<file path="config.mk">
export PLATFORM = sky130hd
export DESIGN_NAME = core_alu_bit_skip_ops
export DESIGN_NICKNAME = d
export VERILOG_FILES = /design/src/core_ops_pkg.sv /design/src/core_alu_bit_skip_ops.sv
export VERILOG_INCLUDE_DIRS = /design/src
export SDC_FILE = /design/constraint.sdc
export NUM_CORES = 1
export LEC_CHECK = 0
export BUFFER_PORTS_ARGS = -buffer_cell sky130_fd_sc_hd__buf_2
export CORE_MARGIN = 2
export CORE_UTILIZATION = 55
export DETAILED_ROUTE_END_ITERATION = 10
export PLACE_DENSITY_LB_ADDON = 0.25
export SYNTH_ARGS = -nofsm -noshare
export SYNTH_HDL_FRONTEND = slang
export SYNTH_SLANG_ARGS = --single-unit
</file>
<file path="constraint.sdc">
create_clock -name CLK -period 4.3 [get_ports CLK]
set_clock_uncertainty 0.2 [all_clocks]
set_input_delay 0.86 -clock CLK [delete_from_list [all_inputs] [get_ports CLK]]
set_output_delay 0.86 -clock CLK [all_outputs]
set_load 0.02 [all_outputs]
</file>
<file path="src/core_ops_cfg.svh">
// Purpose: Reset values and fixed figures for the ALU, bit and skip executor
// Assumes: Included by its bare name wherever these constants are needed
// Notes: Definitions only
`ifndef CORE_OPS_CFG_SVH
`define CORE_OPS_CFG_SVH

// Working register and arithmetic flags after reset
`define ACC_RST 8'h00
`define FLAG_C_RST 1'b0
`define FLAG_HALF_RST 1'b0
`define FLAG_Z_RST 1'b0
// Active-low status bits rest high after reset
`define TIMEOUT_N_RST 1'b1
`define SLEEP_N_RST 1'b1
// Level written to both active-low bits by the watchdog kick
`define KICK_STATUS_LEVEL 1'b1
// Top bit of the low nibble, for the half carry
`define NIBBLE_MSB 3
// Cycles spent on the substituted no-op after a taken skip
`define SKIP_NOP_CYCLES 1

`endif

</file>
<file path="src/core_ops_pkg.sv">
// Purpose: Types shared by the executor and its neighbours
// Assumes: Encodings of the instruction word are resolved by the decoder upstream
// Notes: Operation codes are local to this block
package core_ops_pkg;

    // Operations this block executes; anything else is passed as a no-op
    typedef enum logic [3:0] {
        OP_NOP = 4'b0000,
        OP_ADD_IMMEDIATE_TO_ACC = 4'b0001,
        OP_ADD_ACC_AND_FILE = 4'b0010,
        OP_AND_IMMEDIATE_WITH_ACC = 4'b0011,
        OP_AND_ACC_WITH_FILE = 4'b0100,
        OP_BIT_CLEAR = 4'b0101,
        OP_BIT_SET = 4'b0110,
        OP_SKIP_IF_BIT_ZERO = 4'b0111,
        OP_SKIP_IF_BIT_ONE = 4'b1000,
        OP_WATCHDOG_KICK = 4'b1001
    } op_t;

    // Decoded instruction from the fetch unit
    typedef struct packed {
        logic valid;
        op_t op;
        logic [6:0] file_addr;
        logic dest_file;
        logic [2:0] bit_index;
        logic [7:0] immediate;
    } instr_t;

    // Write request to the register file
    typedef struct packed {
        logic we;
        logic [6:0] addr;
        logic [7:0] data;
    } file_wr_t;

    // Status bits this block owns
    typedef struct packed {
        logic carry;
        logic half_carry_flag;
        logic zero;
        logic timeout_status_n;
        logic sleep_status_n;
    } status_t;

endpackage

</file>
<file path="src/core_alu_bit_skip_ops.sv">
// Purpose: Executes add, and, bit set/clear, bit-test skip and watchdog kick
// Assumes: Register file read data arrives beside the instruction, same clock
// Notes: Results appear one clock after the instruction is presented
`timescale 1ns/1ps
`include "core_ops_cfg.svh"

module core_alu_bit_skip_ops
    import core_ops_pkg::*;
#(
    parameter int DATA_W = 8,
    parameter int ADDR_W = 7
) (
    input wire logic CLK,
    input wire logic RST_N,
    input wire instr_t INSTR,
    input wire logic [7:0] FILE_RDATA,
    input wire logic FILE_IS_IO,
    input wire logic [7:0] PIN_LEVELS,
    input wire logic TIMEOUT_EVENT,
    input wire logic SLEEP_EVENT,
    output file_wr_t FILE_WR,
    output logic [7:0] ACC,
    output status_t STATUS,
    output logic WATCHDOG_COUNT_CLR,
    output logic WATCHDOG_PRESC_CLR,
    output logic SKIP_TAKEN,
    output logic SKIP_PENDING
);

    // The datapath is built for one byte and a 7-bit file address only
    if (DATA_W != 8 || ADDR_W != 7) begin : g_width_check
        $error("core_alu_bit_skip_ops supports only DATA_W=8 and ADDR_W=7");
    end

    // Whole state of the block
    typedef struct packed {
        logic [7:0] acc;
        status_t stat;
        file_wr_t wr;
        logic kick_cnt_clr;
        logic kick_presc_clr;
        logic skip_pend;
        logic skip_taken;
        logic [7:0] pin_meta;
        logic [7:0] pin_sync;
    } state_t;

    state_t s_reg; // Registered state
    state_t s_next; // Next state
    logic [7:0] bit_mask; // One-hot of the bit index
    logic [7:0] operand; // File operand, pins for I/O registers
    logic [7:0] add_b; // Second addend
    logic [8:0] sum9; // Sum with carry out
    logic [4:0] half5; // Low nibble sum with half carry out
    logic [7:0] and_res; // AND result
    logic tested_bit; // Bit under test for skips
    logic exec; // Instruction really executes this cycle

    // One-hot mask, one decoder per bit
    for (genvar i = 0; i < 8; i++) begin : g_mask
        assign bit_mask[i] = (INSTR.bit_index == 3'(i));
    end

    // Pin levels stand in for the latch when an I/O register is read
    assign operand = FILE_IS_IO ? s_reg.pin_sync : FILE_RDATA;
    assign add_b = (INSTR.op == OP_ADD_IMMEDIATE_TO_ACC) ? INSTR.immediate : operand;
    // Carry and half carry come out of bits 7 and 3
    assign sum9 = {1'b0, s_reg.acc} + {1'b0, add_b};
    assign half5 = {1'b0, s_reg.acc[`NIBBLE_MSB:0]} + {1'b0, add_b[`NIBBLE_MSB:0]};
    assign and_res = s_reg.acc & ((INSTR.op == OP_AND_IMMEDIATE_WITH_ACC) ?
                                  INSTR.immediate : operand);
    assign tested_bit = |(operand & bit_mask);
    // An instruction that follows a taken skip is swallowed
    // Outside events still act while a skip is pending, only the instruction is lost
    assign exec = INSTR.valid && !s_reg.skip_pend;

    // Next-state logic
    always_comb begin
        s_next = s_reg;
        // Two-stage pin synchroniser; only the second stage is read
        s_next.pin_meta = PIN_LEVELS;
        s_next.pin_sync = s_reg.pin_meta;
        // Pulses default low
        s_next.wr.we = 1'b0;
        s_next.kick_cnt_clr = 1'b0;
        s_next.kick_presc_clr = 1'b0;
        s_next.skip_taken = 1'b0;
        s_next.wr.addr = INSTR.file_addr;
        // Outside events clear the active-low bits; a kick below wins
        if (TIMEOUT_EVENT) begin
            s_next.stat.timeout_status_n = 1'b0;
        end
        if (SLEEP_EVENT) begin
            s_next.stat.sleep_status_n = 1'b0;
        end
        if (s_reg.skip_pend) begin
            // Wait for the next instruction and run a no-op in its place
            if (INSTR.valid) begin
                s_next.skip_pend = 1'b0;
                s_next.skip_taken = 1'b1;
            end
        end else if (INSTR.valid) begin
            case (INSTR.op)
                OP_ADD_IMMEDIATE_TO_ACC: begin
                    s_next.acc = sum9[7:0];
                    s_next.stat.carry = sum9[8];
                    s_next.stat.half_carry_flag = half5[4];
                    s_next.stat.zero = (sum9[7:0] == 8'h00);
                end
                OP_ADD_ACC_AND_FILE: begin
                    // Destination bit picks file or accumulator
                    if (INSTR.dest_file) begin
                        s_next.wr.we = 1'b1;
                        s_next.wr.data = sum9[7:0];
                    end else begin
                        s_next.acc = sum9[7:0];
                    end
                    s_next.stat.carry = sum9[8];
                    s_next.stat.half_carry_flag = half5[4];
                    s_next.stat.zero = (sum9[7:0] == 8'h00);
                end
                OP_AND_IMMEDIATE_WITH_ACC: begin
                    s_next.acc = and_res;
                    s_next.stat.zero = (and_res == 8'h00);
                end
                OP_AND_ACC_WITH_FILE: begin
                    if (INSTR.dest_file) begin
                        s_next.wr.we = 1'b1;
                        s_next.wr.data = and_res;
                    end else begin
                        s_next.acc = and_res;
                    end
                    s_next.stat.zero = (and_res == 8'h00);
                end
                OP_BIT_CLEAR: begin
                    s_next.wr.we = 1'b1;
                    s_next.wr.data = operand & ~bit_mask;
                end
                OP_BIT_SET: begin
                    s_next.wr.we = 1'b1;
                    s_next.wr.data = operand | bit_mask;
                end
                OP_SKIP_IF_BIT_ZERO: begin
                    s_next.skip_pend = !tested_bit;
                end
                OP_SKIP_IF_BIT_ONE: begin
                    s_next.skip_pend = tested_bit;
                end
                OP_WATCHDOG_KICK: begin
                    s_next.kick_cnt_clr = 1'b1;
                    s_next.kick_presc_clr = 1'b1;
                    s_next.stat.timeout_status_n = `KICK_STATUS_LEVEL;
                    s_next.stat.sleep_status_n = `KICK_STATUS_LEVEL;
                end
                default: begin
                    // No-op and foreign codes change nothing
                end
            endcase
        end
    end

    // State register
    always_ff @(posedge CLK or negedge RST_N) begin
        if (!RST_N) begin
            s_reg <= '0;
            s_reg.acc <= `ACC_RST;
            s_reg.stat.carry <= `FLAG_C_RST;
            s_reg.stat.half_carry_flag <= `FLAG_HALF_RST;
            s_reg.stat.zero <= `FLAG_Z_RST;
            s_reg.stat.timeout_status_n <= `TIMEOUT_N_RST;
            s_reg.stat.sleep_status_n <= `SLEEP_N_RST;
        end else begin
            s_reg <= s_next;
        end
    end

    // Outputs straight from the state register
    assign FILE_WR = s_reg.wr;
    assign ACC = s_reg.acc;
    assign STATUS = s_reg.stat;
    assign WATCHDOG_COUNT_CLR = s_reg.kick_cnt_clr;
    assign WATCHDOG_PRESC_CLR = s_reg.kick_presc_clr;
    assign SKIP_TAKEN = s_reg.skip_taken;
    assign SKIP_PENDING = s_reg.skip_pend;
endmodule

</file>
# [Word-level counts from Yosys, hierarchy flattened]
# Cells that the tools add are included.
[totals] reg_bits=49 input_bits=45 out_inout_bits=33 word_cells=83
[classes] n_addsub=2 eq_ne=20 muxes=24 bitwise=6 n_reduce_logical=16
[ops] operator="$pmux 8 s4" count=2
[ops] operator="$mux 8" count=7
[ops] operator="$and 8x8->8" count=3
[ops] operator="$eq 4x3->1 const B" count=4
[ops] operator="$logic_not 8->1" count=2
[ops] operator="$eq 3x3->1 const B" count=4
[ops] operator="$reduce_and 5->1" count=2
[ops] operator="$add 8x8->9" count=1
[ops] operator="$mux 3" count=3
[ops] operator="$eq 4x2->1 const B" count=2
[ops] operator="$eq 4x4->1 const B" count=2
[ops] operator="$mux 2" count=4
[ops] operator="$ne 2x2->1 const B" count=4
[ops] operator="$not 8->8" count=1
[ops] operator="$or 8x8->8" count=1
[ops] operator="$reduce_bool 4->1" count=2
[ops] operator="$reduce_or 2->1" count=4
[ops] operator="$reduce_or 8->1" count=1
[ops] operator="$eq 3x2->1 const B" count=2
[ops] operator="$pmux 1 s2" count=3
[ops] operator="$reduce_and 3->1" count=2
[ops] operator="$add 4x4->5" count=1
[ops] operator="$mux 1" count=5
[ops] operator="$eq 4x1->1 const B" count=1
[ops] operator="5 further kinds" count=5

# [Depth between registers and ports, before layout]
[logic_depth] depth_word=7 ltp_mapped=14 ltp_nobuf=12

# [Least setup slack after synthesis]
# OpenSTA, ideal clock, no wires.
[synth_path] path_type="input-to-reg" startpoint="input port INSTR[20] in the netlist's numbering" endpoint="register s_reg, in the netlist FILE_WR[6]" setup_time_ps=125 arrival_ps=3523 setup_slack_ps=452 cell_stages=14 n_path_buf=3 path_cell_list="buf_4 -> buf_2 -> nor2b_1 -> nand2_1 -> clkbuf_1 -> a21oi_1 -> ha_1 -> fa_1 -> a21oi_1 -> o21ai_1 -> a2111o_1 -> o211ai_1 -> a22oi_1 -> mux2_2"
[synth_between] elab_chain_cells=5 word_cells_on_any_way=17 cone_classes="add/sub: 1; eq/ne: 8; mux: 5; bitwise: 1; reduce/logical: 2"
[synth_rtl] element="start: declaration" line_no="core_alu_bit_skip_ops.sv:15" text="input wire instr_t INSTR,"
[synth_rtl] element="$eq 4x1->1 or $eq 4x2->1 (tied branches)" line_no="core_alu_bit_skip_ops.sv:66, core_alu_bit_skip_ops.sv:70"
[synth_rtl] element="$mux 8 (on tied branches)" line_no="core_alu_bit_skip_ops.sv:66, core_alu_bit_skip_ops.sv:70"
[synth_rtl] element="$add 8x8->9 or $and 8x8->8 (tied branches)" line_no="core_alu_bit_skip_ops.sv:68, core_alu_bit_skip_ops.sv:70"
[synth_rtl] element="$mux 8 (on tied branches)" line_no="core_alu_bit_skip_ops.sv:112, core_alu_bit_skip_ops.sv:127"
[synth_rtl] element="$pmux 8 s4" line_no="core_alu_bit_skip_ops.sv:103" text="case (INSTR.op)"
[synth_rtl] element="end signal: assignment" line_no="core_alu_bit_skip_ops.sv:173" text="s_reg <= s_next;"
[synth_rtl] element="end: declaration" line_no="core_alu_bit_skip_ops.sv:48" text="state_t s_reg;"
# Several ways; a longest one is shown, not always the timed one. The select of a mux whose other input is x is not followed.
# A chain may end at the register's enable or synchronous reset.

# [Final worst setup path]
[layout_path] startpoint="input port INSTR[21] in the netlist's numbering" endpoint="register s_reg, in the netlist FILE_WR[6]"
# The elaborated chain is that of the path after synthesis.

==> impl_metrics.env <==
export IMPL_total_leakage_power_nw=1.57
export IMPL_power_switching_w=0.000764
export IMPL_drc=0
export IMPL_syn_inst=317
export IMPL_ys_flop_type="dfrtp_1"
export IMPL_ir_worst_vdd_v=0.000281
export IMPL_synthArstFlopShare_pct=100
export IMPL_syn_to_final_growth_pct=12.5
export IMPL_slowest_delay_ns=0.45
export IMPL_pwr_share_clk_pct=20.7
export IMPL_synth_top_area_share_pct=38.0
export IMPL_nFillCells=480
export IMPL_yosys_cell_count_top_type="dfrtp_1"
export IMPL_postCtsSetupBuffers=0
export IMPL_cp_num_buf_inv=1
export IMPL_cts_root_buffer="clkbuf_8"
export IMPL_routed_wl_um=6960
export IMPL_clock_sinks=48
export IMPL_gp_congestion=0.881
export IMPL_crit_path_top_delay_cell="a2111o_1"
export IMPL_synth_top_area_cell="dfrtp_1"
export IMPL_finalSetupViolCount=0
export IMPL_ys_seq_elements=48
export IMPL_yosysUniqueCellTypes=55
export IMPL_fin_nets=419
export IMPL_worstSetupStartpointType="primary input"
export IMPL_drv_cap=0
export IMPL_grt_pass1_vias=2360
export IMPL_gr_total_overflow=0
export IMPL_rows=27
export IMPL_dieArea_sq_um=6110
export IMPL_report_final_slew_viol_count=0
export IMPL_path_cells="buf_2 -> nor2_1 -> nand2_1 -> nor2_1 -> a21oi_1 -> ha_1 -> fa_1 -> a21oi_1 -> o21ai_1 -> a2111o_1 -> o211ai_1 -> a22oi_1 -> mux2_2"
export IMPL_crit_type="in2reg"
export IMPL_cts_tree="done"
export IMPL_syn_area_per_cell_sq_um=9.54
export IMPL_core_area_sq_um=5410
export IMPL_io_buffers=77
export IMPL_use_met3_pct=4.37
export IMPL_grt_pass1_wl_um=11500
export IMPL_drt_iter0_drc=199
export IMPL_synth_common_cells="dfrtp_1 (46), buf_4 (31), a21oi_1 (28)"
export IMPL_worst_slew_pin_slew_ns=1.04
export IMPL_hold_viol=0
export IMPL_grtUsageTotal_pct=24.0
export IMPL_clk_latency_ns=0.30
export IMPL_period_share_pct=85.1
export IMPL_finalNonFillerCells=437
export IMPL_p_seq_share_pct=34.1
export IMPL_crit_family="compound AO/OA/AOI/OAI gates"
export IMPL_ys_seq_area_share_pct=39.8
export IMPL_synth_nets=372
export IMPL_ctsResizeCount=0
export IMPL_die_w_um=78.2
export IMPL_max_freq_mhz=273
export IMPL_crit_arrival_ns=3.65
export IMPL_endpoint_kind="flip-flop"
export IMPL_wl_per_cell_um=15.9
export IMPL_total_power_w=0.00189
export IMPL_post_route_min_period_ns=3.66
export IMPL_crit_fanout=9
export IMPL_die_h_um=78.2
export IMPL_required_ns=4.29
export IMPL_via_count=2512
export IMPL_drive_above_1_share_pct=31.2
export IMPL_gr_max_usage_layer="met2"
export IMPL_antenna_found_initial=0
export IMPL_netlist_area_sq_um=3030
export IMPL_cts_max_level=2
export IMPL_largest_reg_flops=16
export IMPL_power_density_nw_per_um2=556
export IMPL_fin_tns_setup_ns=0
export IMPL_synthTopCellsByArea="dfrtp_1 (38%), buf_4 (7.7%), a21oi_1 (4.6%)"
export IMPL_cts_buffer_depth=2
export IMPL_viasPerCell=5.75
export IMPL_p_sw_share_pct=40.3
export IMPL_hold_class="reg2reg"
export IMPL_antenna_left=0
export IMPL_dp_cells=429
export IMPL_maxSlewHeadroom_pct=30.9
export IMPL_grt_use_met1_pct=32.2
export IMPL_ios=78
export IMPL_grt_setup_unrepaired="false"
export IMPL_synth_warnings=0
export IMPL_share_comb_of_total_power_pct=45.2
export IMPL_drt_pass1_iterations=4
export IMPL_grt_met2_usage_pct=40.4
export IMPL_status="complete, no violations"
export IMPL_initial_core_util_pct=56.0
export IMPL_grt_max_degree=49
export IMPL_synth_edf_count=0
export IMPL_p_int_w=0.00113
export IMPL_hpwl_um=5350
export IMPL_ctsHoldBuffers=0
export IMPL_cts_clk_slew_worst_paths_ns=0.09
export IMPL_diodes=0
export IMPL_cts_buffers=5
cell type report:
| type | count | area [sq um] | share of cell area, % |
|---|---|---|---|
| clock buffer | 5 | 68.8 | 2.02 |
| clock inverter | 3 | 68.8 | 2.02 |
| inverter | 9 | 33.8 | 0.992 |
| multi-input combinational | 213 | 1480 | 43.4 |
| sequential | 48 | 1200 | 35.4 |
| tap | 72 | 90.1 | 2.65 |
| timing repair buffer | 87 | 460 | 13.5 |
final timing paths:
| kind | start | to | slack (ns) | depth (start not counted) |
|---|---|---|---|---|
| max | INSTR[21] | FILE_WR[6]$_DFFE_PN0P_ | 0.64 | 13 |
| min | s_next[3]$_DFF_PN0_ | s_reg[3]$_DFF_PN0_ | 0.15 | 0 |
| max reg2reg | s_reg[0]$_DFF_PN0_ | FILE_WR[6]$_DFFE_PN0P_ | 1.23 | 10 |
| min reg2reg | s_next[3]$_DFF_PN0_ | s_reg[3]$_DFF_PN0_ | 0.15 | 0 |
| max in group asynchronous | RST_N | FILE_WR[0]$_DFFE_PN0P_ | 2.73 | 1 |
| min in group asynchronous | RST_N | ACC[7]$_DFFE_PN0P_ | 0.53 | 1 |
cell usage in the layout, fill, tap and decap left out, types with 3 or more instances in the layout:
cell type,n
mux2_1,6
o21ai_1,6
buf_2,77
nor2_1,24
xor2_1,5
nand2b_1,4
nor3_1,5
mux2_2,11
nand2_1,21
ha_1,9
a21oi_1,28
o22ai_1,8
nand4b_1,3
o22a_1,4
a31oi_1,3
inv_1,7
o211ai_1,9
a22oi_1,5
nand3_1,6
o21ai_0,8
dfrtp_1,46
nor2b_1,4
buf_4,10
clkbuf_8,5
mux2i_1,8
o21a_1,3
kinds of logic (layout without fill, tap and decap cells):
family	after synthesis	in the layout	share of synthesized area, %
AO/OA/AOI/OAI	89	89	19.4
adder cells (fa/ha/maj)	10	10	4.38
XOR/XNOR	7	7	2.03
buffers and inverters	56	104	11.3
AND/OR/NAND/NOR	82	82	14.1
multiplexers	25	25	8.97
flip-flops	48	48	39.8
layer usage:
metal  routed length [um]  vias to the layer above
met5                    0                        -
met4                   99                        0
met3                  514                       11
met2                 3320                      105
met1                 3030                     1180
li1                     -                     1216
worst reg2reg max path: cells and delay by family, from the launching register on:
kind            cells  cell delay [ns]
compound gates      6             1.21
fa+ha+maj           2             0.62
mux                 2             0.54
flops               1             0.38
per-stage QoR:
| step | utilization, % | area [sq um] | worst slack (ns) | hold slack, ns |
|---|---|---|---|---|
| 2_1_floorplan | - | 3030 | 0.452 | 0.131 |
| 3_3_place_gp | 60.4 | 3270 | 0.544 | 0.131 |
| 3_5_place_dp | 60.4 | 3270 | 0.402 | 0.136 |
| 4_1_cts | 63.0 | 3400 | 0.686 | 0.158 |
| 5_1_grt | 63.0 | 3400 | 0.428 | 0.166 |
| 6_report | 63.0 | 3400 | 0.641 | 0.154 |
power groups by stage:
| stage | Clock, W | Sequential (W) | Combinational [W] |
|---|---|---|---|
| 5_1_grt | 0.000422 | 0.000662 | 0.000943 |
| 3_5_place_dp | 0 | 0.000656 | 0.000847 |
| 4_1_cts | 0.000404 | 0.000647 | 0.000853 |
| 3_3_place_gp | 0 | 0.000653 | 0.000832 |
| 6_report | 0.000392 | 0.000645 | 0.000857 |
| 2_1_floorplan | 0 | 0.000621 | 0.000728 |
Power figures use the tool's default switching activity.
